[src/lsw_cfg.svh]
// Constants of the serial display write port
`ifndef LSW_CFG_SVH
`define LSW_CFG_SVH
`define LSW_WORD_BITS      4'h8
`define LSW_COLS           8'hf0
`define LSW_ROWS           8'hf0
`define LSW_LAST_COORD     8'hef
`define LSW_CMD_COL_WIN    8'h2a
`define LSW_CMD_ROW_WIN    8'h2b
`define LSW_CMD_MEM_WRITE  8'h2c
`define LSW_CMD_SCAN_MODE  8'h36
`define LSW_SCAN_ROW_BIT   7
`define LSW_SCAN_COL_BIT   6
`define LSW_SCAN_RESET     8'h00
`define LSW_RED_MSB        15
`define LSW_RED_LSB        11
`define LSW_GRN_MSB        10
`define LSW_GRN_LSB        5
`define LSW_BLU_MSB        4
`define LSW_BLU_LSB        0
`endif

[src/lsw_pkg.sv]
// Types of the serial display write port
package lsw_pkg;
  typedef struct packed {
    logic       is_data;
    logic [7:0] value;
  } lsw_word_s;
  typedef struct packed {
    logic [7:0]  col;
    logic [7:0]  row;
    logic [15:0] color;
  } lsw_pixel_s;
  typedef enum logic [2:0] {
    ST_IDLE, ST_COL_WIN, ST_ROW_WIN, ST_SCAN, ST_PIXEL
  } lsw_state_e;
endpackage

[src/lsw_buf2.sv]
// Two-entry word buffer with valid and ready on both sides
`timescale 1ns/1ps
module lsw_buf2
(
  // Clock and reset
  input  wire logic               core_clk,
  input  wire logic               reset,
  // Fill side
  input  wire logic               in_valid,
  output logic                    in_ready,
  input  wire lsw_pkg::lsw_word_s in_word,
  // Drain side
  output logic                    out_valid,
  input  wire logic               out_ready,
  output lsw_pkg::lsw_word_s      out_word
);
  lsw_pkg::lsw_word_s mem_q [2];
  logic               wr_ptr_q;
  logic               rd_ptr_q;
  logic [1:0]         count_q;
  wire                push = in_valid && in_ready;
  wire                pop  = out_valid && out_ready;

  assign in_ready  = (count_q != 2'h2);
  assign out_valid = (count_q != 2'h0);
  assign out_word  = mem_q[rd_ptr_q];

  always_ff @(posedge core_clk)
  begin
    if (push)
    begin
      mem_q[wr_ptr_q] <= in_word;
    end
    if (reset)
    begin
      wr_ptr_q <= 1'b0;
      rd_ptr_q <= 1'b0;
      count_q  <= 2'h0;
    end
    else
    begin
      if (push)
        wr_ptr_q <= ~wr_ptr_q;
      if (pop)
        rd_ptr_q <= ~rd_ptr_q;
      count_q <= count_q + {1'b0, push} - {1'b0, pop};
    end
  end
endmodule // lsw_buf2

[src/lsw_serial_port.sv]
// Serial display write port: receiver, word decoder and pixel addresser
`timescale 1ns/1ps
`include "lsw_cfg.svh"
module lsw_serial_port
(
  // Clock and reset
  input  wire logic                core_clk,
  input  wire logic                reset,
  // Serial pins, input only
  input  wire logic                chip_select_n,
  input  wire logic                cmd_data_select,
  input  wire logic                serial_clk,
  input  wire logic                serial_data,
  input  wire logic                hw_init_n,
  input  wire logic                lamp_enable,
  // Backlight drive
  output logic                     lamp_drive,
  // Pixel write stream
  output logic                     pixel_valid,
  input  wire logic                pixel_ready,
  output lsw_pkg::lsw_pixel_s      pixel_out,
  // Command stream
  output logic                     cmd_strobe,
  output logic [7:0]               cmd_code
);
  // ***************************************************
  // Pin synchronisers
  // ***************************************************
  logic [5:0] sync1_q;
  logic [5:0] sync2_q;
  always_ff @(posedge core_clk)
  begin
    sync1_q <= {lamp_enable, hw_init_n, serial_data, serial_clk, cmd_data_select,
                chip_select_n};
    sync2_q <= sync1_q;
  end
  wire cs_n_s  = sync2_q[0];
  wire dc_s    = sync2_q[1];
  wire sck_s   = sync2_q[2];
  wire sda_s   = sync2_q[3];
  wire init_s  = sync2_q[4];
  wire lamp_s  = sync2_q[5];
  wire rst_all = reset || !init_s;

  // ***************************************************
  // Bit receiver
  // ***************************************************
  logic       sck_prev_q;
  logic [6:0] shift_q;
  logic [2:0] bit_cnt_q;
  logic       word_valid_q;
  lsw_pkg::lsw_word_s word_q;
  logic       buf_in_ready;
  wire        sck_rise  = sck_s && !sck_prev_q;
  wire        take_bit  = sck_rise && !cs_n_s;
  wire        last_bit  = (bit_cnt_q == 3'h7);
  wire        word_done = take_bit && last_bit;

  always_ff @(posedge core_clk)
  begin
    sck_prev_q <= sck_s;
    if (rst_all || cs_n_s)
    begin
      bit_cnt_q <= 3'h0;
      shift_q   <= 7'h00;
    end
    else if (take_bit)
    begin
      shift_q   <= {shift_q[5:0], sda_s};
      bit_cnt_q <= bit_cnt_q + 3'h1;
    end
  end

  always_ff @(posedge core_clk)
  begin
    if (rst_all)
    begin
      word_valid_q <= 1'b0;
      word_q       <= '0;
    end
    else if (word_done && buf_in_ready)
    begin
      word_valid_q <= 1'b1;
      word_q       <= '{is_data: dc_s, value: {shift_q, sda_s}};
    end
    else
    begin
      word_valid_q <= 1'b0;
    end
  end

  // ***************************************************
  // Word buffer
  // ***************************************************
  logic               bw_valid;
  logic               bw_ready;
  lsw_pkg::lsw_word_s bw_word;
  lsw_buf2 u_buf
  (
    .core_clk  (core_clk),
    .reset     (rst_all),
    .in_valid  (word_valid_q),
    .in_ready  (buf_in_ready),
    .in_word   (word_q),
    .out_valid (bw_valid),
    .out_ready (bw_ready),
    .out_word  (bw_word)
  );

  // ***************************************************
  // Word decoder and address stepper
  // ***************************************************
  lsw_pkg::lsw_state_e state_q;
  logic [1:0]  arg_cnt_q;
  logic [7:0]  col_lo_q, col_hi_q, row_lo_q, row_hi_q;
  logic [7:0]  col_q, row_q;
  logic [7:0]  scan_q;
  logic        byte_hi_q;
  logic [7:0]  color_hi_q;
  logic        pix_valid_q;
  lsw_pkg::lsw_pixel_s pix_q;
  logic        cmd_strobe_q;
  logic [7:0]  cmd_code_q;
  logic        lamp_q;

  wire        pix_stall = pix_valid_q && !pixel_ready;
  assign      bw_ready  = !pix_stall;
  wire        take_word = bw_valid && bw_ready;
  wire        is_cmd    = take_word && !bw_word.is_data;
  wire        is_data   = take_word && bw_word.is_data;
  wire [7:0]  arg_clamp = (bw_word.value > `LSW_LAST_COORD) ? `LSW_LAST_COORD
                                                            : bw_word.value;
  wire        col_dec   = scan_q[`LSW_SCAN_COL_BIT];
  wire        row_dec   = scan_q[`LSW_SCAN_ROW_BIT];
  wire [7:0]  col_start = col_dec ? col_hi_q : col_lo_q;
  wire [7:0]  col_end   = col_dec ? col_lo_q : col_hi_q;
  wire [7:0]  row_start = row_dec ? row_hi_q : row_lo_q;
  wire [7:0]  row_end   = row_dec ? row_lo_q : row_hi_q;
  wire        col_wrap  = (col_q == col_end);
  wire        row_wrap  = (row_q == row_end);
  wire [7:0]  col_step  = col_dec ? col_q - 8'h01 : col_q + 8'h01;
  wire [7:0]  row_step  = row_dec ? row_q - 8'h01 : row_q + 8'h01;
  wire [7:0]  col_next  = col_wrap ? col_start : col_step;
  wire [7:0]  row_next  = col_wrap ? (row_wrap ? row_start : row_step) : row_q;
  wire        pix_done  = is_data && (state_q == lsw_pkg::ST_PIXEL) && byte_hi_q;

  always_ff @(posedge core_clk)
  begin
    if (rst_all)
    begin
      state_q      <= lsw_pkg::ST_IDLE;
      arg_cnt_q    <= 2'h0;
      col_lo_q     <= 8'h00;
      col_hi_q     <= `LSW_LAST_COORD;
      row_lo_q     <= 8'h00;
      row_hi_q     <= `LSW_LAST_COORD;
      col_q        <= 8'h00;
      row_q        <= 8'h00;
      scan_q       <= `LSW_SCAN_RESET;
      byte_hi_q    <= 1'b0;
      color_hi_q   <= 8'h00;
      cmd_strobe_q <= 1'b0;
      cmd_code_q   <= 8'h00;
    end
    else
    begin
      cmd_strobe_q <= is_cmd;
      if (is_cmd)
      begin
        cmd_code_q <= bw_word.value;
        arg_cnt_q  <= 2'h0;
        byte_hi_q  <= 1'b0;
        case (bw_word.value)
          `LSW_CMD_COL_WIN:   state_q <= lsw_pkg::ST_COL_WIN;
          `LSW_CMD_ROW_WIN:   state_q <= lsw_pkg::ST_ROW_WIN;
          `LSW_CMD_SCAN_MODE: state_q <= lsw_pkg::ST_SCAN;
          `LSW_CMD_MEM_WRITE:
          begin
            state_q <= lsw_pkg::ST_PIXEL;
            col_q   <= col_start;
            row_q   <= row_start;
          end
          default:            state_q <= lsw_pkg::ST_IDLE;
        endcase
      end
      else if (is_data)
      begin
        arg_cnt_q <= arg_cnt_q + 2'h1;
        case (state_q)
          lsw_pkg::ST_COL_WIN:
          begin
            if (arg_cnt_q == 2'h1)
              col_lo_q <= arg_clamp;
            if (arg_cnt_q == 2'h3)
              col_hi_q <= arg_clamp;
          end
          lsw_pkg::ST_ROW_WIN:
          begin
            if (arg_cnt_q == 2'h1)
              row_lo_q <= arg_clamp;
            if (arg_cnt_q == 2'h3)
              row_hi_q <= arg_clamp;
          end
          lsw_pkg::ST_SCAN:
            scan_q <= bw_word.value;
          lsw_pkg::ST_PIXEL:
          begin
            byte_hi_q <= ~byte_hi_q;
            if (!byte_hi_q)
              color_hi_q <= bw_word.value;
            else
            begin
              col_q <= col_next;
              row_q <= row_next;
            end
          end
          default: ;
        endcase
      end
    end
  end

  always_ff @(posedge core_clk)
  begin
    if (rst_all)
    begin
      pix_valid_q <= 1'b0;
      pix_q       <= '0;
    end
    else if (pix_done)
    begin
      pix_valid_q <= 1'b1;
      pix_q       <= '{col: col_q, row: row_q, color: {color_hi_q, bw_word.value}};
    end
    else if (pixel_ready)
    begin
      pix_valid_q <= 1'b0;
    end
  end

  // ***************************************************
  // Backlight
  // ***************************************************
  always_ff @(posedge core_clk)
  begin
    if (reset)
      lamp_q <= 1'b0;
    else
      lamp_q <= lamp_s;
  end

  assign lamp_drive  = lamp_q;
  assign pixel_valid = pix_valid_q;
  assign pixel_out   = pix_q;
  assign cmd_strobe  = cmd_strobe_q;
  assign cmd_code    = cmd_code_q;
endmodule // lsw_serial_port

[config.mk]
export PLATFORM = sky130hd
export DESIGN_NAME = lsw_serial_port
export DESIGN_NICKNAME = d
export VERILOG_FILES = /design/src/lsw_pkg.sv /design/src/lsw_buf2.sv /design/src/lsw_serial_port.sv
export VERILOG_INCLUDE_DIRS = /design/src
export SDC_FILE = /design/constraint.sdc
export NUM_CORES = 1
export LEC_CHECK = 0
export BUFFER_PORTS_ARGS = -buffer_cell sky130_fd_sc_hd__buf_2
export CORE_MARGIN = 2
export CORE_UTILIZATION = 51
export CTS_BUF_LIST = sky130_fd_sc_hd__clkbuf_4
export CTS_CLUSTER_DIAMETER = 100
export DETAILED_ROUTE_END_ITERATION = 12
export MAX_ROUTING_LAYER = met4
export PLACE_DENSITY_LB_ADDON = 0.2
export SLEW_MARGIN = 15
export SYNTH_ARGS = -nofsm -noshare
export SYNTH_HDL_FRONTEND = slang
export SYNTH_HIERARCHICAL = 1
export SYNTH_SLANG_ARGS = --single-unit
[constraint.sdc]
create_clock -name core_clk -period 5.1 [get_ports core_clk]
set_clock_uncertainty 0.2 [all_clocks]
set_input_delay 0.51 -clock core_clk [delete_from_list [all_inputs] [get_ports core_clk]]
set_output_delay 0.51 -clock core_clk [all_outputs]
set_load 0.02 [all_outputs]
* Yosys cells after proc, flatten, opt, wreduce, memory -nomap -nowiden
Memory sizes are Yosys's and may differ from the RTL's. A register that Yosys moved wholly into a read port is not among the register bits. Index checks and enable logic that the tools add are counted. W data, S select, Z words.
Storage, ports and cells: output and inout port bits 43, bits in writable memories 18, register bits after elaboration 150, memories 1, bits of input ports 9, word-level logic and storage cells 121
Memories:
- u_buf.mem_q | words 2, bits a word 9, read ports 1, clocked after Yosys merged registers in 1, write ports 1, RTL line lsw_buf2.sv:17 | lsw_pkg::lsw_word_s mem_q [2];
Operators by class: reductions and logical operators 35, bitwise logic cells 4, eq/ne operators 15, magnitude comparators 1, add/subtract/negate cells 8, multiplexer cells 28
Operators by type and width (count):
- $mux W8 | 20
- $eq A8 B6 Y1 const B | 4
- $reduce_and A4 Y1 | 6
- $add A8 B1 Y8 const B | 2
- $eq A8 B8 Y1 | 2
- $sub A8 B1 Y8 const B | 2
- $pmux W3 S4 | 1
- $reduce_bool A2 Y1 | 6
- $logic_and A1 B1 Y1 | 11
- $gt A8 B8 Y1 const B | 1
- $mux W1 | 7
- $eq A3 B2 Y1 const B | 2
- $eq A3 B3 Y1 const B | 2
- $logic_not A1 Y1 | 6
- $reduce_and A5 Y1 | 1
- $not A1 Y1 | 4
- $add A3 B1 Y3 const B | 1
- $eq A3 B1 Y1 const B | 1
- $reduce_and A3 Y1 | 1
- $add A2 B1 Y2 | 1
- $add A2 B1 Y2 const B | 1
- $eq A2 B1 Y1 const B | 1
- $eq A2 B2 Y1 const B | 1
- $logic_or A1 B1 Y1 | 2
- 5 further kinds | 5

* Logic depth before layout (Yosys ltp)
depth after elaboration 8, depth in mapped cells 12

* By module
The synthesis kept the hierarchy.
By module, submodules not included:
- lsw_serial_port | cells an instance 684, area an instance 6128.4 um^2, instances 1
- lsw_buf2 | cells an instance 52, area an instance 884.6 um^2, instances 1

* Least setup slack after synthesis
No wires, ideal clock.
path kind register to register, from reg scan_q[7], to reg row_q[6], data required time 4779 ps, period minus slack after synthesis 2654 ps, setup time 121 ps, setup slack 2446 ps, stages on the path, launching flop included 12, arrival 2332 ps, cells stage by stage dfxtp_1 buf_4 buf_1 inv_1 fa_1 nor2b_1 o21ai_0 a21boi_0 o21a_1 o21ai_0 a31oi_1 o22ai_1
Between the ends: cells in the longest elaborated chain, start to end 8, elaborated cells between the ends (all ways) 11, classes of those cells eq/ne (1); mux (10)
RTL lines:
- start: declaration | RTL line lsw_serial_port.sv:117 | logic [7:0] scan_q;
- start signal: assignment | RTL line lsw_serial_port.sv:159 | scan_q <= `LSW_SCAN_RESET;
- start signal: assignment | RTL line lsw_serial_port.sv:205 | scan_q <= bw_word.value;
- $mux W8 | RTL line lsw_serial_port.sv:138 | wire [7:0] row_end = row_dec ? row_lo_q : row_hi_q;
- $eq A8 B8 Y1 | RTL line lsw_serial_port.sv:140 | wire row_wrap = (row_q == row_end);
- $mux W8 (2 in series) | RTL line lsw_serial_port.sv:144 | wire [7:0] row_next = col_wrap ? (row_wrap ? row_start : row_step) : row_q;
- $mux W8 | RTL line lsw_serial_port.sv:209 | if (!byte_hi_q)
- $mux W8 | RTL line lsw_serial_port.sv:189 | case (state_q)
- $mux W8 | RTL line lsw_serial_port.sv:186 | else if (is_data)
- $mux W8 (*) | RTL line lsw_serial_port.sv:168 | if (is_cmd)
- end signal: assignment | RTL line lsw_serial_port.sv:181 | row_q <= row_start;
- end signal: assignment | RTL line lsw_serial_port.sv:214 | row_q <= row_next;
- end: declaration | RTL line lsw_serial_port.sv:116 | logic [7:0] col_q, row_q;
Every way passes the cells marked *; elsewhere a longest branch is shown, timed or not. The select of a mux whose other input is x is not followed. A chain may end at the register's enable or synchronous reset.

==> results.md <==
Run status:
- The run finished with clean final reports.

Pwr:
- Of the total power, the clock network draws 0.388.
- The analysis attributes to net switching a power of 510 uW.
- Of the total power, the share spent switching nets is 0.234.
- The maximum vdd drop is 280 uV.
- After layout, the design draws a total of 2.18 mW.
- The internal portion of the total power is 1.67 mW.
- The leakage power of the design is 2.81 nW.
- The power share of the sequential group is 0.597.
- The areal power density over the cells is 281 nW/um^2.
- Of the total power, combinational logic draws 0.015.

Placement:
- In this run the cell area measured after placement is 7330 sq um.
- During placement, the flow inserted port buffers numbering 51.
- The congestion estimate from routability-driven global placement came to 0.890.
- Detailed placement finished with a half-perimeter wire length of 10200 um.

Routing:
- In this run the remaining antenna-violating nets after routing total 0.
- After detailed routing, the average wire length per cell comes to 15.0 um.
- The via-per-instance ratio is 5.28.
- The pre-antenna-repair detailed-routing pass consisted of 4 iterations.
- The number of remaining DRC errors is 0.
- The routed layout has 5106 vias.
- The detailed router finished its first iteration with 259 violations.
- The final layout contains routed wiring with a total length of 14500 um.

Timing:
- The portion of the clock cycle consumed by the worst path in the final layout is 0.646.
- The headroom to the max-slew limit is 0.300.
- Setup repair after global routing left no endpoint under its margin.
- The count of pins over their slew limit is 0.
- The number of endpoints with negative hold slack in the final report is 0.
- For this run, the top clock speed supported by timing is 0.303 GHz.
- The smallest clock period supported by the final layout is computed as 3.30 ns.
- The count of endpoints failing setup in the final report is 0.
- The total negative slack is 0 ns.
- The worst hold margin is 0.101 ns.
- For the pin with the worst max-slew slack, the measured transition is 1.05 ns.

Synthesis:
- The total number of yosys warnings is 6.
- The number of nets in the synthesized netlist is 765.
- The cell area after synthesis is 7010 sq um.
- Yosys mapped a number of flops with a built-in enable equal to 18.
- In this run, distinct cell masters in the synthesized netlist total 66.
- After technology mapping, the gate count stands at 736.
- In the post-synthesis netlist, the cell with the most instances is sky130_fd_sc_hd__dfxtp_1.
- Among all flip-flop cells after synthesis, the most frequent one is sky130_fd_sc_hd__dfxtp_1.
- The fraction of registers with async set/reset is 0.
- The sequential cell area fraction in the yosys report is 0.491.
- The mean area per synthesized cell is 9.53 sq um.
- After synthesis, the most frequently instantiated cells are sky130_fd_sc_hd__dfxtp_1 (145), sky130_fd_sc_hd__nand2_1 (127), sky130_fd_sc_hd__a21oi_1 (76).
- By area the synthesized netlist is led by sky130_fd_sc_hd__dfxtp_1 (41%), sky130_fd_sc_hd__mux2i_1 (9.0%), sky130_fd_sc_hd__edfxtp_1 (7.7%).
- The area fraction of the dominant cell type after synthesis is 0.414.
- The number of storage elements in the synthesis netlist is 163.
- The leading area contributor after synthesis is sky130_fd_sc_hd__dfxtp_1.

GRT:
- The via count of the first global-routing pass is 5008.
- For this run, the total global-route usage over all layers was measured as 0.216.
- The global-route wire length before repair is 24200 um.
- Entering global routing, the biggest net connects 43 pins.
- For this run the aggregate overflow at the end of global routing stands at 0.
- The initial antenna violation count is 0.

Clocking:
- Clock-pin slew was measured on the worst setup and hold paths at 0.15 ns.
- The root buffer cell chosen for the clock tree is sky130_fd_sc_hd__clkbuf_4.
- The insertion delay of the later-clocked pin in the worst-skew pair is 0.55 ns.
- The CTS tree is yes.
- Once the clock tree was built, the resizer swapped 0 gates to a different size.
- The H-tree level count is 4.
- The post-cts hold buffer count is 7.
- Counting along the longest clock path gives a buffer depth of 2.
- The total clock buffers created by CTS is 17.
- The total clock sinks is 163.
- The number of setup buffers added after CTS is 0.

Floorplan:
- The core box area is 13300 sq um.
- The number of top-level pins is 52.
- The die is 121 um tall.
- The initial utilization of the core area, before any placement, comes to 0.525.
- The die extent in x is 121 um.
- The floorplan row count is 42.
- The floorplan step defined a die boundary enclosing 14700 sq um.

Min path:
- The worst hold path belongs to the class input port to register.

Cells and area:
- The count of nets after finishing is 807.
- The total inserted antenna cells is 0.
- The area growth from synthesis to layout is 10.3%.
- In the final layout, the share of cells above drive strength 1 is 0.153.
- The finished cells cover 7730 sq um.

Worst setup path:
- The critical path capture point type is a register.
- Data on the critical path is required at its endpoint by 5.37 ns.
- The critical path is of the register to register type.
- The kind of start point of the critical path is a register.
- At the worst endpoint, the arrival time is 3.57 ns.
- In this run the worst path has a maximum fanout of 13.

Job:
- The total of max-cap violations is 0.
[cell usage in the layout, fill, tap and decap left out, types with 9 or more instances in the layout]
| master | instances |
|---|---|
| sky130_fd_sc_hd__o21ai_0 | 13 |
| sky130_fd_sc_hd__dfxtp_1 | 144 |
| sky130_fd_sc_hd__mux2i_1 | 63 |
| sky130_fd_sc_hd__a21oi_1 | 75 |
| sky130_fd_sc_hd__nor2_1 | 71 |
| sky130_fd_sc_hd__nand2_1 | 127 |
| sky130_fd_sc_hd__buf_2 | 51 |
| sky130_fd_sc_hd__edfxtp_1 | 18 |
| sky130_fd_sc_hd__mux2_1 | 9 |
| sky130_fd_sc_hd__xnor2_1 | 27 |
| sky130_fd_sc_hd__clkbuf_4 | 17 |
| sky130_fd_sc_hd__ha_1 | 18 |
| sky130_fd_sc_hd__inv_1 | 13 |
| sky130_fd_sc_hd__o211ai_1 | 9 |
[power by group through the flow]
stage	logic (mW)	clock network, mW	registers (mW)
6_report	0.0325	0.844	1.30
4_1_cts	0.0328	0.868	1.30
2_1_floorplan	0.0192	0	1.33
3_3_place_gp	0.0282	0	1.33
5_1_grt	0.0356	0.929	1.30
3_5_place_dp	0.0287	0	1.33
[path summary, 6_finish.rpt]
path	from	to	slack, ns	cells after the start
setup reg to reg	register	row_q[7]$_SDFFE_PP0P_	1.80	7
hold / removal	pixel_ready	pixel_valid$_SDFFE_PP0P_	0.10	3
hold reg to reg	sync1_q[4]$_DFF_P_	sync2_q[4]$_DFF_P_	0.14	0
setup / recovery	register	row_q[7]$_SDFFE_PP0P_	1.80	7
[cell type report]
cell class	instances	area, sq um
clock buffers	17	128
well taps	176	220
clock inverters	15	196
repair buffers	65	378
fillers	1202	5610
flip-flops and latches	163	3440
inverters	14	52.6
multi-input cells	517	3310
[cell families after synthesis]
kind of cell,count (synthesis),share of synthesized area
mux,76,0.111
compound gates,134,0.116
fa+ha+maj,20,0.0378
simple gates,254,0.164
buf+inv,56,0.0384
flops,163,0.491
xor+xnor,33,0.0412
[critical path, stage by stage (launching register included)]
cell and delay (ns):
sky130_fd_sc_hd__dfxtp_1 0.62, sky130_fd_sc_hd__mux2_1 0.43, sky130_fd_sc_hd__nand3b_1 0.43, sky130_fd_sc_hd__or4_4 0.65, sky130_fd_sc_hd__and2_4 0.22, sky130_fd_sc_hd__nor2_4 0.34
sky130_fd_sc_hd__nand2_2 0.14, sky130_fd_sc_hd__o22ai_1 0.18
[through the flow]
step | utilization | worst slack [ns] | std cells
after global routing | 0.579 | 1.59 | 967
after floorplan | - | 2.45 | 736
final | 0.579 | 1.80 | 967
after detailed placement | 0.549 | 1.68 | 928
after global placement | 0.549 | 1.84 | 928
after CTS | 0.579 | 1.67 | 967
[registers in the layout, summed over array words and instances, names as in the netlist, 6 cells and up, named ones only]
register / count
row_lo_q: 8
col_lo_q: 8
color_hi_q: 8
shift_q: 7
pixel_out: 32
col_q: 8
col_hi_q: 8
row_q: 8
sync1_q: 6
sync2_q: 6
word_q: 9
u_buf/mem_q: 18
cmd_code: 8
row_hi_q: 8
[metal layers]
metal	track usage	routed length, um	up-vias
met5	-	0	-
met4	0.0704	130	0
met3	0.0489	507	11
met2	0.350	7150	79
met1	0.268	6750	2406
li1	-	-	2610
(Power assumes the default switching activity.)
